--- config.mk ---
export PLATFORM = sky130hd
export DESIGN_NAME = timer_pwm_channels
export DESIGN_NICKNAME = d
export VERILOG_FILES = /design/src/core/timer_pkg.sv /design/src/core/timer_pwm_channels.sv
export SDC_FILE = /design/constraint.sdc
export NUM_CORES = 1
export LEC_CHECK = 0
export ABC_AREA = 1
export BUFFER_PORTS_ARGS = -buffer_cell sky130_fd_sc_hd__clkbuf_2
export CORE_AREA = 8 8 171 173
export DETAILED_ROUTE_END_ITERATION = 12
export DIE_AREA = 0 0 179 181
export PLACE_DENSITY = 0.66
export SLEW_MARGIN = 20
export SYNTH_ARGS = -nofsm -noshare
export SYNTH_HDL_FRONTEND = slang
export SYNTH_SLANG_ARGS = --single-unit
--- constraint.sdc ---
create_clock -name clock_i -period 2.7 [get_ports clock_i]
set_input_delay 0.27 -clock clock_i [delete_from_list [all_inputs] [get_ports clock_i]]
set_output_delay 0.27 -clock clock_i [all_outputs]
set_load 0.01 [all_outputs]
--- src/core/timer_pkg.sv ---
/*
  Shared constants and types for the 16-bit timer with compare/PWM channels.
  Assumes byte-wide registers, each in the low byte of one 32-bit word.
*/
package timer_pkg;
  // bus geometry
  localparam int ADDR_W = 8;
  localparam int DATA_W = 32;
  // register byte addresses
  localparam logic [7:0] OFS_TSC = 8'h00;
  localparam logic [7:0] OFS_CNTH = 8'h04;
  localparam logic [7:0] OFS_CNTL = 8'h08;
  localparam logic [7:0] OFS_MODH = 8'h0C;
  localparam logic [7:0] OFS_MODL = 8'h10;
  localparam logic [7:0] OFS_CH_BASE = 8'h20;
  localparam logic [7:0] OFS_CH_STRIDE = 8'h10;
  localparam logic [7:0] OFS_CSC = 8'h00;
  localparam logic [7:0] OFS_CVH = 8'h04;
  localparam logic [7:0] OFS_CVL = 8'h08;
  // timer_status_control fields
  localparam int TSC_FLAG = 7;
  localparam int TSC_IE = 6;
  localparam int TSC_CPWM = 5;
  localparam int TSC_CLKS_LO = 3;
  localparam int TSC_PS_LO = 0;
  // channel_status_control fields
  localparam int CSC_FLAG = 7;
  localparam int CSC_IE = 6;
  localparam int CSC_MSB = 5;
  localparam int CSC_MSA = 4;
  localparam int CSC_ELSB = 3;
  localparam int CSC_ELSA = 2;
  // clock_source_select encodings
  localparam logic [1:0] CLKS_NONE = 2'h0;
  localparam logic [1:0] CLKS_BUS = 2'h1;
  localparam logic [1:0] CLKS_FIXED = 2'h2;
  localparam logic [1:0] CLKS_EXT = 2'h3;
  // reset and limit values
  localparam logic [15:0] CNT_RESET = 16'h0000;
  localparam logic [15:0] MOD_RESET = 16'h0000;
  localparam logic [15:0] VAL_RESET = 16'h0000;
  localparam logic [15:0] FREE_TOP = 16'hFFFF;
  localparam logic [7:0] RD_UNMAPPED = 8'h00;
  // channel operating modes
  typedef enum logic [1:0] {MODE_CAPTURE, MODE_COMPARE, MODE_EDGE,
    MODE_CENTER} chan_mode_t;
  // channel control bits kept together
  typedef struct packed {
    logic irq_en;
    logic msb;
    logic msa;
    logic elsb;
    logic elsa;
  } chan_ctrl_t;
  localparam chan_ctrl_t CTRL_RESET = 5'h00;
endpackage : timer_pkg

--- src/core/timer_pwm_channels.sv ---
/*
  Timer core: 16-bit counter with prescaler and modulo, output compare,
  edge- and center-aligned PWM channels, byte registers on classic Wishbone.
  Assumes fixed and external count sources arrive asynchronously on pins
  at no more than a quarter of clock_i.
*/
// The register offsets and register access over Wishbone were decided locally.
// Functional notes
// - compare match sets, clears or toggles the pin per edge/level bits.
// - compare value applies only after both bytes; immediately if clock off.
// - compare value with a clock running applies at next counter step.
// - every compare match sets the channel event flag.
// - edge PWM counts up; period is modulo plus one counts.
// - edge PWM: overflow active, match inactive; select a flips polarity.
// - edge PWM with value zero gives constant 0% duty.
// - edge PWM value above modulo never matches, giving 100% duty.
// - edge PWM value loads as counter steps from top minus one to top.
// - edge PWM coexists with compare channels on the shared up counter.
// - center PWM counts up to modulo then down to zero.
// - center PWM active pulse spans twice the value around zero.
// - center PWM select a low: up match low, down match high.
// - center PWM value zero or bit 15 set gives 0% duty.
// - center PWM positive value above modulo gives 100% duty.
// - modulo and value byte writes go to buffers first.
// - center value loads at once when clock off, else at top step.
// - center mode sets overflow flag at end of the modulo count.
// - control writes discard pending modulo or channel value bytes.
// - reset clears control: clock off, channels capture, pins released.
// - clock select: none, bus clock, fixed clock, external pin.
// - flags clear by read-while-set then write zero; new event wins.
// - center PWM flag sets at both matches of each period.
`timescale 1ns/1ps
`default_nettype none
module timer_pwm_channels #(
  parameter int NCH = 2
) (
  // clock and reset
  input wire logic clock_i,
  input wire logic rstn_i,
  // wishbone slave
  input wire logic wb_cyc_i,
  input wire logic wb_stb_i,
  input wire logic wb_we_i,
  input wire logic [timer_pkg::ADDR_W-1:0] wb_adr_i,
  input wire logic [3:0] wb_sel_i,
  input wire logic [timer_pkg::DATA_W-1:0] wb_dat_i,
  output logic [timer_pkg::DATA_W-1:0] wb_dat_o,
  output logic wb_ack_o,
  // asynchronous count sources
  input wire logic fixed_clk_i,
  input wire logic ext_clk_i,
  // channel pins and interrupt
  output logic [NCH-1:0] chan_out_o,
  output logic [NCH-1:0] chan_oe_o,
  output logic irq_o
);
  import timer_pkg::*;

  logic ack_ff;
  logic [7:0] rdat_ff;
  logic irq_ff;
  logic tof_ff, tof_arm_ff, tof_ie_ff, cpwm_ff;
  logic [1:0] clks_ff;
  logic [2:0] ps_ff;
  logic [15:0] cnt_ff, mod_ff, mod_buf_ff;
  logic mod_got_h_ff, mod_got_l_ff;
  logic dir_down_ff, chg_ff;
  logic [6:0] pre_ff;
  logic fix_s1_ff, fix_s2_ff, fix_s3_ff, ext_s1_ff, ext_s2_ff, ext_s3_ff;

  // bus request decode
  wire req = wb_cyc_i & wb_stb_i & ~ack_ff;
  wire wr = wb_cyc_i & wb_stb_i & ack_ff & wb_we_i & wb_sel_i[0]; // ack edge
  wire rd = req & ~wb_we_i;
  wire [7:0] wdat = wb_dat_i[7:0];
  wire wr_tsc = wr & (wb_adr_i == OFS_TSC);
  wire wr_cnt = wr & ((wb_adr_i == OFS_CNTH) | (wb_adr_i == OFS_CNTL));
  wire wr_modh = wr & (wb_adr_i == OFS_MODH);
  wire wr_modl = wr & (wb_adr_i == OFS_MODL);
  wire rd_tsc = rd & (wb_adr_i == OFS_TSC);

  // count source select and prescaler
  wire fix_rise = fix_s2_ff & ~fix_s3_ff;
  wire ext_rise = ext_s2_ff & ~ext_s3_ff;
  wire src_tick = (clks_ff == CLKS_BUS) |
    ((clks_ff == CLKS_FIXED) & fix_rise) |
    ((clks_ff == CLKS_EXT) & ext_rise);
  wire [6:0] pre_mask = 7'((8'h01 << ps_ff) - 8'h01);
  wire pre_done = ((pre_ff & pre_mask) == pre_mask);
  wire cnt_tick = src_tick & pre_done;
  wire clk_off = (clks_ff == CLKS_NONE);

  // counter terminal points
  wire [15:0] top = (mod_ff == MOD_RESET) ? FREE_TOP : mod_ff;
  wire up_top = ~cpwm_ff & (cnt_ff == top);
  wire turn_top = cpwm_ff & ~dir_down_ff & (cnt_ff == mod_ff) &
    (mod_ff != MOD_RESET);
  wire tof_event = cnt_tick & (up_top | turn_top);
  wire pwm_load_pt = cnt_tick & ~dir_down_ff &
    (cnt_ff == top - 16'h0001);
  wire zero_pt = chg_ff & (cnt_ff == CNT_RESET);
  wire mod_full = mod_got_h_ff & mod_got_l_ff;
  wire mod_load = mod_full & (clk_off | cnt_tick);
  wire tof_clr = wr_tsc & ~wdat[TSC_FLAG] & tof_arm_ff;

  logic [15:0] nxt_cnt;
  logic nxt_dir;
  // counter next value: up, or up/down in center mode
  always_comb begin
    nxt_cnt = cnt_ff;
    nxt_dir = dir_down_ff;
    if (wr_cnt) begin
      nxt_cnt = CNT_RESET;
      nxt_dir = 1'b0;
    end else if (cnt_tick) begin
      if (up_top) begin
        nxt_cnt = CNT_RESET;
      end else if (turn_top) begin
        nxt_cnt = cnt_ff - 16'h0001;
        nxt_dir = 1'b1;
      end else if (cpwm_ff & dir_down_ff & (cnt_ff == CNT_RESET)) begin
        nxt_cnt = cnt_ff + 16'h0001;
        nxt_dir = 1'b0;
      end else if (cpwm_ff & dir_down_ff) begin
        nxt_cnt = cnt_ff - 16'h0001;
      end else begin
        nxt_cnt = cnt_ff + 16'h0001;
      end
    end
  end

  // synchronisers for the pin count sources
  always_ff @(posedge clock_i or negedge rstn_i) begin
    if (!rstn_i) begin
      {fix_s1_ff, fix_s2_ff, fix_s3_ff} <= 3'h0;
      {ext_s1_ff, ext_s2_ff, ext_s3_ff} <= 3'h0;
    end else begin
      {fix_s1_ff, fix_s2_ff, fix_s3_ff} <= {fixed_clk_i, fix_s1_ff, fix_s2_ff};
      {ext_s1_ff, ext_s2_ff, ext_s3_ff} <= {ext_clk_i, ext_s1_ff, ext_s2_ff};
    end
  end

  // counter, prescaler and overflow flag
  always_ff @(posedge clock_i or negedge rstn_i) begin
    if (!rstn_i) begin
      cnt_ff <= CNT_RESET;
      dir_down_ff <= 1'b0;
      chg_ff <= 1'b0;
      pre_ff <= 7'h00;
      tof_ff <= 1'b0;
      tof_arm_ff <= 1'b0;
    end else begin
      cnt_ff <= nxt_cnt;
      dir_down_ff <= nxt_dir;
      chg_ff <= cnt_tick | wr_cnt;
      pre_ff <= (wr_cnt | (src_tick & pre_done)) ? 7'h00 :
        (src_tick ? pre_ff + 7'h01 : pre_ff);
      tof_ff <= tof_event | (tof_ff & ~tof_clr);
      tof_arm_ff <= ~tof_event & ~tof_clr &
        (tof_arm_ff | (rd_tsc & tof_ff));
    end
  end

  // timer control and buffered modulo
  always_ff @(posedge clock_i or negedge rstn_i) begin
    if (!rstn_i) begin
      tof_ie_ff <= 1'b0;
      cpwm_ff <= 1'b0;
      clks_ff <= CLKS_NONE;
      ps_ff <= 3'h0;
      mod_ff <= MOD_RESET;
      mod_buf_ff <= MOD_RESET;
      mod_got_h_ff <= 1'b0;
      mod_got_l_ff <= 1'b0;
    end else begin
      if (wr_tsc) begin
        tof_ie_ff <= wdat[TSC_IE];
        cpwm_ff <= wdat[TSC_CPWM];
        clks_ff <= wdat[TSC_CLKS_LO +: 2];
        ps_ff <= wdat[TSC_PS_LO +: 3];
      end
      if (wr_modh) mod_buf_ff[15:8] <= wdat;
      if (wr_modl) mod_buf_ff[7:0] <= wdat;
      if (mod_load) mod_ff <= mod_buf_ff;
      // control write cancels a half-written modulo
      if (wr_tsc | mod_load) begin
        mod_got_h_ff <= 1'b0;
        mod_got_l_ff <= 1'b0;
      end else begin
        mod_got_h_ff <= mod_got_h_ff | wr_modh;
        mod_got_l_ff <= mod_got_l_ff | wr_modl;
      end
    end
  end

  // per-channel state gathered for read-back and checks
  chan_mode_t mode_w [NCH];
  logic [15:0] val_w [NCH];
  logic [NCH-1:0] match_w, flag_w, irqv_w, chan_clr_w;
  logic [7:0] rd_or [NCH+1];
  logic [NCH:0] hit_or;
  assign rd_or[0] = RD_UNMAPPED;
  assign hit_or[0] = 1'b0;

  genvar n;
  generate
    for (n = 0; n < NCH; n++) begin : g_ch
      localparam logic [7:0] CB = 8'(OFS_CH_BASE + n * OFS_CH_STRIDE);
      chan_ctrl_t ctrl_ff;
      logic flag_ff, arm_ff, got_h_ff, got_l_ff, out_ff, oe_ff;
      logic [15:0] val_ff, vbuf_ff;
      logic nxt_out;
      // register decode for this channel
      wire sel_csc = (wb_adr_i == CB + OFS_CSC);
      wire sel_cvh = (wb_adr_i == CB + OFS_CVH);
      wire sel_cvl = (wb_adr_i == CB + OFS_CVL);
      wire wr_csc = wr & sel_csc;
      wire wr_cvh = wr & sel_cvh;
      wire wr_cvl = wr & sel_cvl;
      // mode follows center select first, then mode bits
      wire chan_mode_t mode = cpwm_ff ? MODE_CENTER :
        ctrl_ff.msb ? MODE_EDGE :
        ctrl_ff.msa ? MODE_COMPARE : MODE_CAPTURE;
      wire is_pwm = (mode == MODE_EDGE) | (mode == MODE_CENTER);
      wire full = got_h_ff & got_l_ff;
      wire load = full & (clk_off |
        (is_pwm ? pwm_load_pt : cnt_tick));
      wire c_valid = (val_ff != VAL_RESET) & ~val_ff[15];
      wire match = chg_ff & (cnt_ff == val_ff) &
        (mode != MODE_CAPTURE) &
        ((mode != MODE_CENTER) | c_valid);
      wire clr = wr_csc & ~wdat[CSC_FLAG] & arm_ff;
      wire act = ~ctrl_ff.elsa;
      wire [1:0] els = {ctrl_ff.elsb, ctrl_ff.elsa};

      // pin level per mode
      always_comb begin
        nxt_out = out_ff;
        case (mode)
          MODE_COMPARE: begin
            if (match) begin
              case (els)
                2'h1: nxt_out = ~out_ff;
                2'h2: nxt_out = 1'b0;
                2'h3: nxt_out = 1'b1;
                default: nxt_out = out_ff;
              endcase
            end
          end
          MODE_EDGE: begin
            if (match) nxt_out = ~act;
            else if (zero_pt) nxt_out = act;
          end
          MODE_CENTER: begin
            if (!c_valid) nxt_out = ~act;
            else if (match) nxt_out = dir_down_ff ? act : ~act;
            else if (zero_pt) nxt_out = act;
          end
          default: nxt_out = 1'b0;
        endcase
      end

      always_ff @(posedge clock_i or negedge rstn_i) begin
        if (!rstn_i) begin
          ctrl_ff <= CTRL_RESET;
          flag_ff <= 1'b0;
          arm_ff <= 1'b0;
          val_ff <= VAL_RESET;
          vbuf_ff <= VAL_RESET;
          got_h_ff <= 1'b0;
          got_l_ff <= 1'b0;
          out_ff <= 1'b0;
          oe_ff <= 1'b0;
        end else begin
          if (wr_csc) ctrl_ff <= wdat[CSC_IE:CSC_ELSA];
          flag_ff <= match | (flag_ff & ~clr);
          arm_ff <= ~match & ~clr & (arm_ff | (rd & sel_csc & flag_ff));
          if (wr_cvh) vbuf_ff[15:8] <= wdat;
          if (wr_cvl) vbuf_ff[7:0] <= wdat;
          if (load) val_ff <= vbuf_ff;
          if (wr_csc | load) begin
            got_h_ff <= 1'b0;
            got_l_ff <= 1'b0;
          end else begin
            got_h_ff <= got_h_ff | wr_cvh;
            got_l_ff <= got_l_ff | wr_cvl;
          end
          out_ff <= nxt_out;
          oe_ff <= (mode != MODE_CAPTURE) & (els != 2'h0);
        end
      end

      // read-back and shared views
      assign rd_or[n+1] = rd_or[n] |
        (sel_csc ? {flag_ff, ctrl_ff, 2'h0} :
         sel_cvh ? val_ff[15:8] : sel_cvl ? val_ff[7:0] : 8'h00);
      assign hit_or[n+1] = hit_or[n] | sel_csc | sel_cvh | sel_cvl;
      assign mode_w[n] = mode;
      assign val_w[n] = val_ff;
      assign match_w[n] = match;
      assign flag_w[n] = flag_ff;
      assign irqv_w[n] = flag_ff & ctrl_ff.irq_en;
      assign chan_clr_w[n] = clr;
      assign chan_out_o[n] = out_ff;
      assign chan_oe_o[n] = oe_ff;
    end
  endgenerate

  // timer register read mux
  wire [7:0] tmr_rd =
    (wb_adr_i == OFS_TSC) ? {tof_ff, tof_ie_ff, cpwm_ff, clks_ff, ps_ff} :
    (wb_adr_i == OFS_CNTH) ? cnt_ff[15:8] :
    (wb_adr_i == OFS_CNTL) ? cnt_ff[7:0] :
    (wb_adr_i == OFS_MODH) ? mod_ff[15:8] :
    (wb_adr_i == OFS_MODL) ? mod_ff[7:0] : RD_UNMAPPED;

  // bus answer and interrupt request
  always_ff @(posedge clock_i or negedge rstn_i) begin
    if (!rstn_i) begin
      ack_ff <= 1'b0;
      rdat_ff <= RD_UNMAPPED;
      irq_ff <= 1'b0;
    end else begin
      ack_ff <= req;
      if (rd) rdat_ff <= hit_or[NCH] ? rd_or[NCH] : tmr_rd;
      irq_ff <= (tof_ff & tof_ie_ff) | (|irqv_w);
    end
  end

  assign wb_ack_o = ack_ff;
  assign wb_dat_o = {24'h000000, rdat_ff};
  assign irq_o = irq_ff;
endmodule : timer_pwm_channels
`default_nettype wire

==> results.tsv <==
stage	metric	value	unit
run_status	outcome	complete, but fails checks	
run_status	failing checks	setup timing	
layout	layout cell share with drive strength beyond 1	0.157	
detailed_routing	DRT iter0 DRCs	964	
logic_synthesis	post-synthesis sequential area ratio	0.409	
critical_path	Setup CP Type	reg -> reg	
global_routing	total gr overflow	0	
die	Starting Density	0.393	
critical_path	Critical Path Source Type	flop	
logic_synthesis	yosys warns	0	
global_routing	largest net degree at the start of global routing	66	
logic_synthesis	Synth Area in XOR/XNOR	0.0413	
timing	fmax	355	MHz
logic_synthesis	count leader, synth	nand2_1	
logic_synthesis	main flop type after synthesis	dfrtp_1	
layout	area of the multi-input gates	0.00536	mm^2
detailed_routing	drt drc	0	
clock_network	total CTS buffers	17	
power_and_ir_drop	maximum vdd drop	373	uV
detailed_routing	via count	10520	
die	chip width	179	um
logic_synthesis	post-synthesis simple-gate area fraction	0.309	
logic_synthesis	largest family of logic cells by synthesized area	simple AND/OR/NAND/NOR gates	
global_routing	first-pass GRT wire length	57400	um
layout	area delta synth->final	19.7	%
timing	setup ws final	-0.113	ns
layout	register area	0.00425	mm^2
timing	final hold viol count	0	
timing	worst clock skew	0.0205	ns
detailed_routing	vias per cell	5.48	
detailed_routing	antenna viol nets, final	0	
clock_network	Longest Clk Path Bufs	2	
place	input/output buffers	37	
logic_synthesis	ys async rst share	1.00	
critical_path	Crit. End Element	flop	
layout	fill cell count	2657	
die	Die Y	181	um
logic_synthesis	fraction of synthesized area in multiplexers	0.00192	
logic_synthesis	EDFF count, synth	0	
logic_synthesis	adder-cell share of the synthesized area	0.00962	
critical_path	Critical Path AT	3.13	ns
logic_synthesis	Cells after Synth	1442	
logic_synthesis	post-synth top area cell	dfrtp_1	
logic_synthesis	Mean Syn Cell Area	7.22	um^2
timing	unrepaired setup endpoints after global routing	yes	
clock_network	Root Buffer	clkbuf_16	
logic_synthesis	Mapped Area	0.0104	mm^2
layout	Final Cell Area	0.0125	mm^2
die	Core Box Area	0.0265	mm^2
clock_network	CTS tree	built	
die	IO Count	89	
clock_network	H-tree levels	4	
global_routing	vias in the first global route	9987	
timing	Final Cycle Share	1.04	
power_and_ir_drop	Leak	6.37	nW
global_routing	GRT Total Usage	0.231	
detailed_routing	Detailed Routing Iterations Pass 1	5	
global_routing	antenna violations before repair	0	
timing	Slew @ Worst Pin	0.818	ns
min_path	HP Class	in -> reg	
timing	Final Max Slew Viols	0	
clock_network	Clk Latency, worst-skew pair	0.44	ns
logic_synthesis	Synth Area in Compound Gates	0.122	
place	placed instance area	0.0114	mm^2
timing	endpoints failing setup	36	
logic_synthesis	Yosys cell types	48	
place	placed wire-length estimate	28200	um
detailed_routing	Avg WL per Cell	19.6	um
power_and_ir_drop	Cell Pwr Density	440	mW/mm^2
logic_synthesis	dominant cells by area after synthesis	dfrtp_1 (41%), nand2_1 (13%), o21ai_0 (6.2%)	
layout	Layout Nets	1625	
timing	Period minus WS final	2.81	ns
critical_path	CP max FO	6	
place	DP Worst Slack	-0.121	ns
job	maxcap violations	0	
logic_synthesis	Yosys reg bits	170	
logic_synthesis	area share of the largest cell type after synthesis	0.409	
place	GPL Wtd Cong	0.974	
clock_network	sinks on the clock net	170	
layout	n_diodes	0	
critical_path	Crit path required time	3.02	ns
die	Die Area	0.0324	mm^2
timing	Rel. slew slack	0.451	
logic_synthesis	Post-synth top cells	nand2_1 (364), dfrtp_1 (170), inv_1 (167), nor2_1 (147), o21ai_0 (128)	
die	Rows	60	
detailed_routing	final WL	37500	um
clock_network	clk slew on worst S/H paths	0.08	ns
==> final timing paths <==
path | start | endpoint | slack (ns) | depth (start not counted)
min in group asynchronous | rstn_i | g_ch[0].vbuf_ff[0] | 0.31 | 2
hold / removal | wb_stb_i | wb_ack_o | 0.08 | 3
hold reg to reg | fix_s1_ff | fix_s2_ff | 0.35 | 0
setup / recovery | mod_ff[10] | g_ch[0].val_ff[8] | -0.11 | 20
setup reg to reg | mod_ff[10] | g_ch[0].val_ff[8] | -0.11 | 20
max in group asynchronous | rstn_i | cnt_ff[11] | 1.65 | 3
==> per-layer routing <==
layer  global-route usage  share of wire  vias up
met2                0.359           0.45      508
li1                     -              -     4949
met1                0.313           0.43     4963
met5                    0              0        -
met4                0.104          0.042        0
met3               0.0348          0.078      100
==> state kept, by name, indices dropped and copies added (netlist names), 2 cells and up <==
signal,flops
g_ch.vbuf_ff,32
clks_ff,2
ps_ff,3
rdat_ff,8
mod_ff,16
g_ch.got_l_ff,2
g_ch.out_ff,2
g_ch.got_h_ff,2
pre_ff,7
mod_buf_ff,16
g_ch.val_ff,32
g_ch.oe_ff,2
g_ch.flag_ff,2
cnt_ff,16
g_ch.arm_ff,2
g_ch.ctrl_ff,10
==> area by class of cell <==
type,count,area share
multi-input combinational,1045,0.430
sequential,170,0.341
timing repair buffer,152,0.0918
inverter,180,0.0546
clock buffer,18,0.0352
tap,341,0.0342
clock inverter,13,0.0124
==> worst max-delay path: stages, from the launching register on <==
cell and delay, ns:
dfrtp_1 0.40, nor2_2 0.15, nand2_1 0.08, nor2_2 0.15
nand2_4 0.09, nand2_4 0.08, inv_4 0.04, ha_4 0.26
o21bai_1 0.05, a21oi_1 0.12, nand3_1 0.11, nor2_1 0.12
nand3_1 0.09, nor2_1 0.11, nand2_1 0.09, nor2_2 0.13
nand3_4 0.19, nand2_8 0.18, nand2_4 0.11, nand2_1 0.11
nand2_1 0.05
==> power breakdown <==
group          switching [mW]  internal (mW)
combinational           0.195         0.0889
sequential             0.0562           2.60
clock                    1.20           1.34
total                    1.45           4.03
==> cell families (layout without fill, tap and decap cells) <==
family | Yosys count | in the layout
xor gates and xnor gates | 45 | 45
other | 1 | 24
muxes | 2 | 2
buffers and inverters | 254 | 363
DFF | 170 | 170
and+or+nand+nor | 735 | 739
AOI/OAI and AO/OA | 227 | 227
adders and majority gates | 8 | 8
==> metrics by stage <==
step | TNS [ns] | hold WS, ns | total power [mW] | utilization | cells
2_1_floorplan | 0 | -0.0256 | 2.86 | - | 1465
3_3_place_gp | -1.62 | 0.220 | 2.98 | 0.431 | 1863
3_5_place_dp | -3.24 | 0.217 | 2.99 | 0.431 | 1863
4_1_cts | -1.74 | 0.0660 | 5.48 | 0.464 | 1915
5_1_grt | -8.63 | 0.0941 | 5.65 | 0.470 | 1919
6_report | -2.84 | 0.0774 | 5.48 | 0.470 | 1919
==> cells in the final DEF (no fill, tap or decap), types with 16 or more instances in the layout <==
master	n
a21oi_1	40
buf_4	103
clkbuf_16	18
clkbuf_2	36
conb_1	24
dfrtp_1	170
inv_1	164
nand2_1	354
nand3_1	92
nand3_2	16
nand4_1	35
nor2_1	143
nor3_1	26
nor4_1	22
o21ai_0	127
o22ai_1	26
xor2_1	32
==> timing repair <==
| action | 4_1_cts | 5_1_grt |
|---|---|---|
| setup endpoints to repair | 36 | 54 |
| pin swaps | 13 | 9 |
| hold endpoints to repair | 45 | 0 |
| hold buffers | 3 | 0 |
| resized for setup | 27 | 27 |
| gates cloned | 5 | 1 |
| buffers inserted | 13 | 3 |
Note: power is estimated with default switching activity, not from simulation.
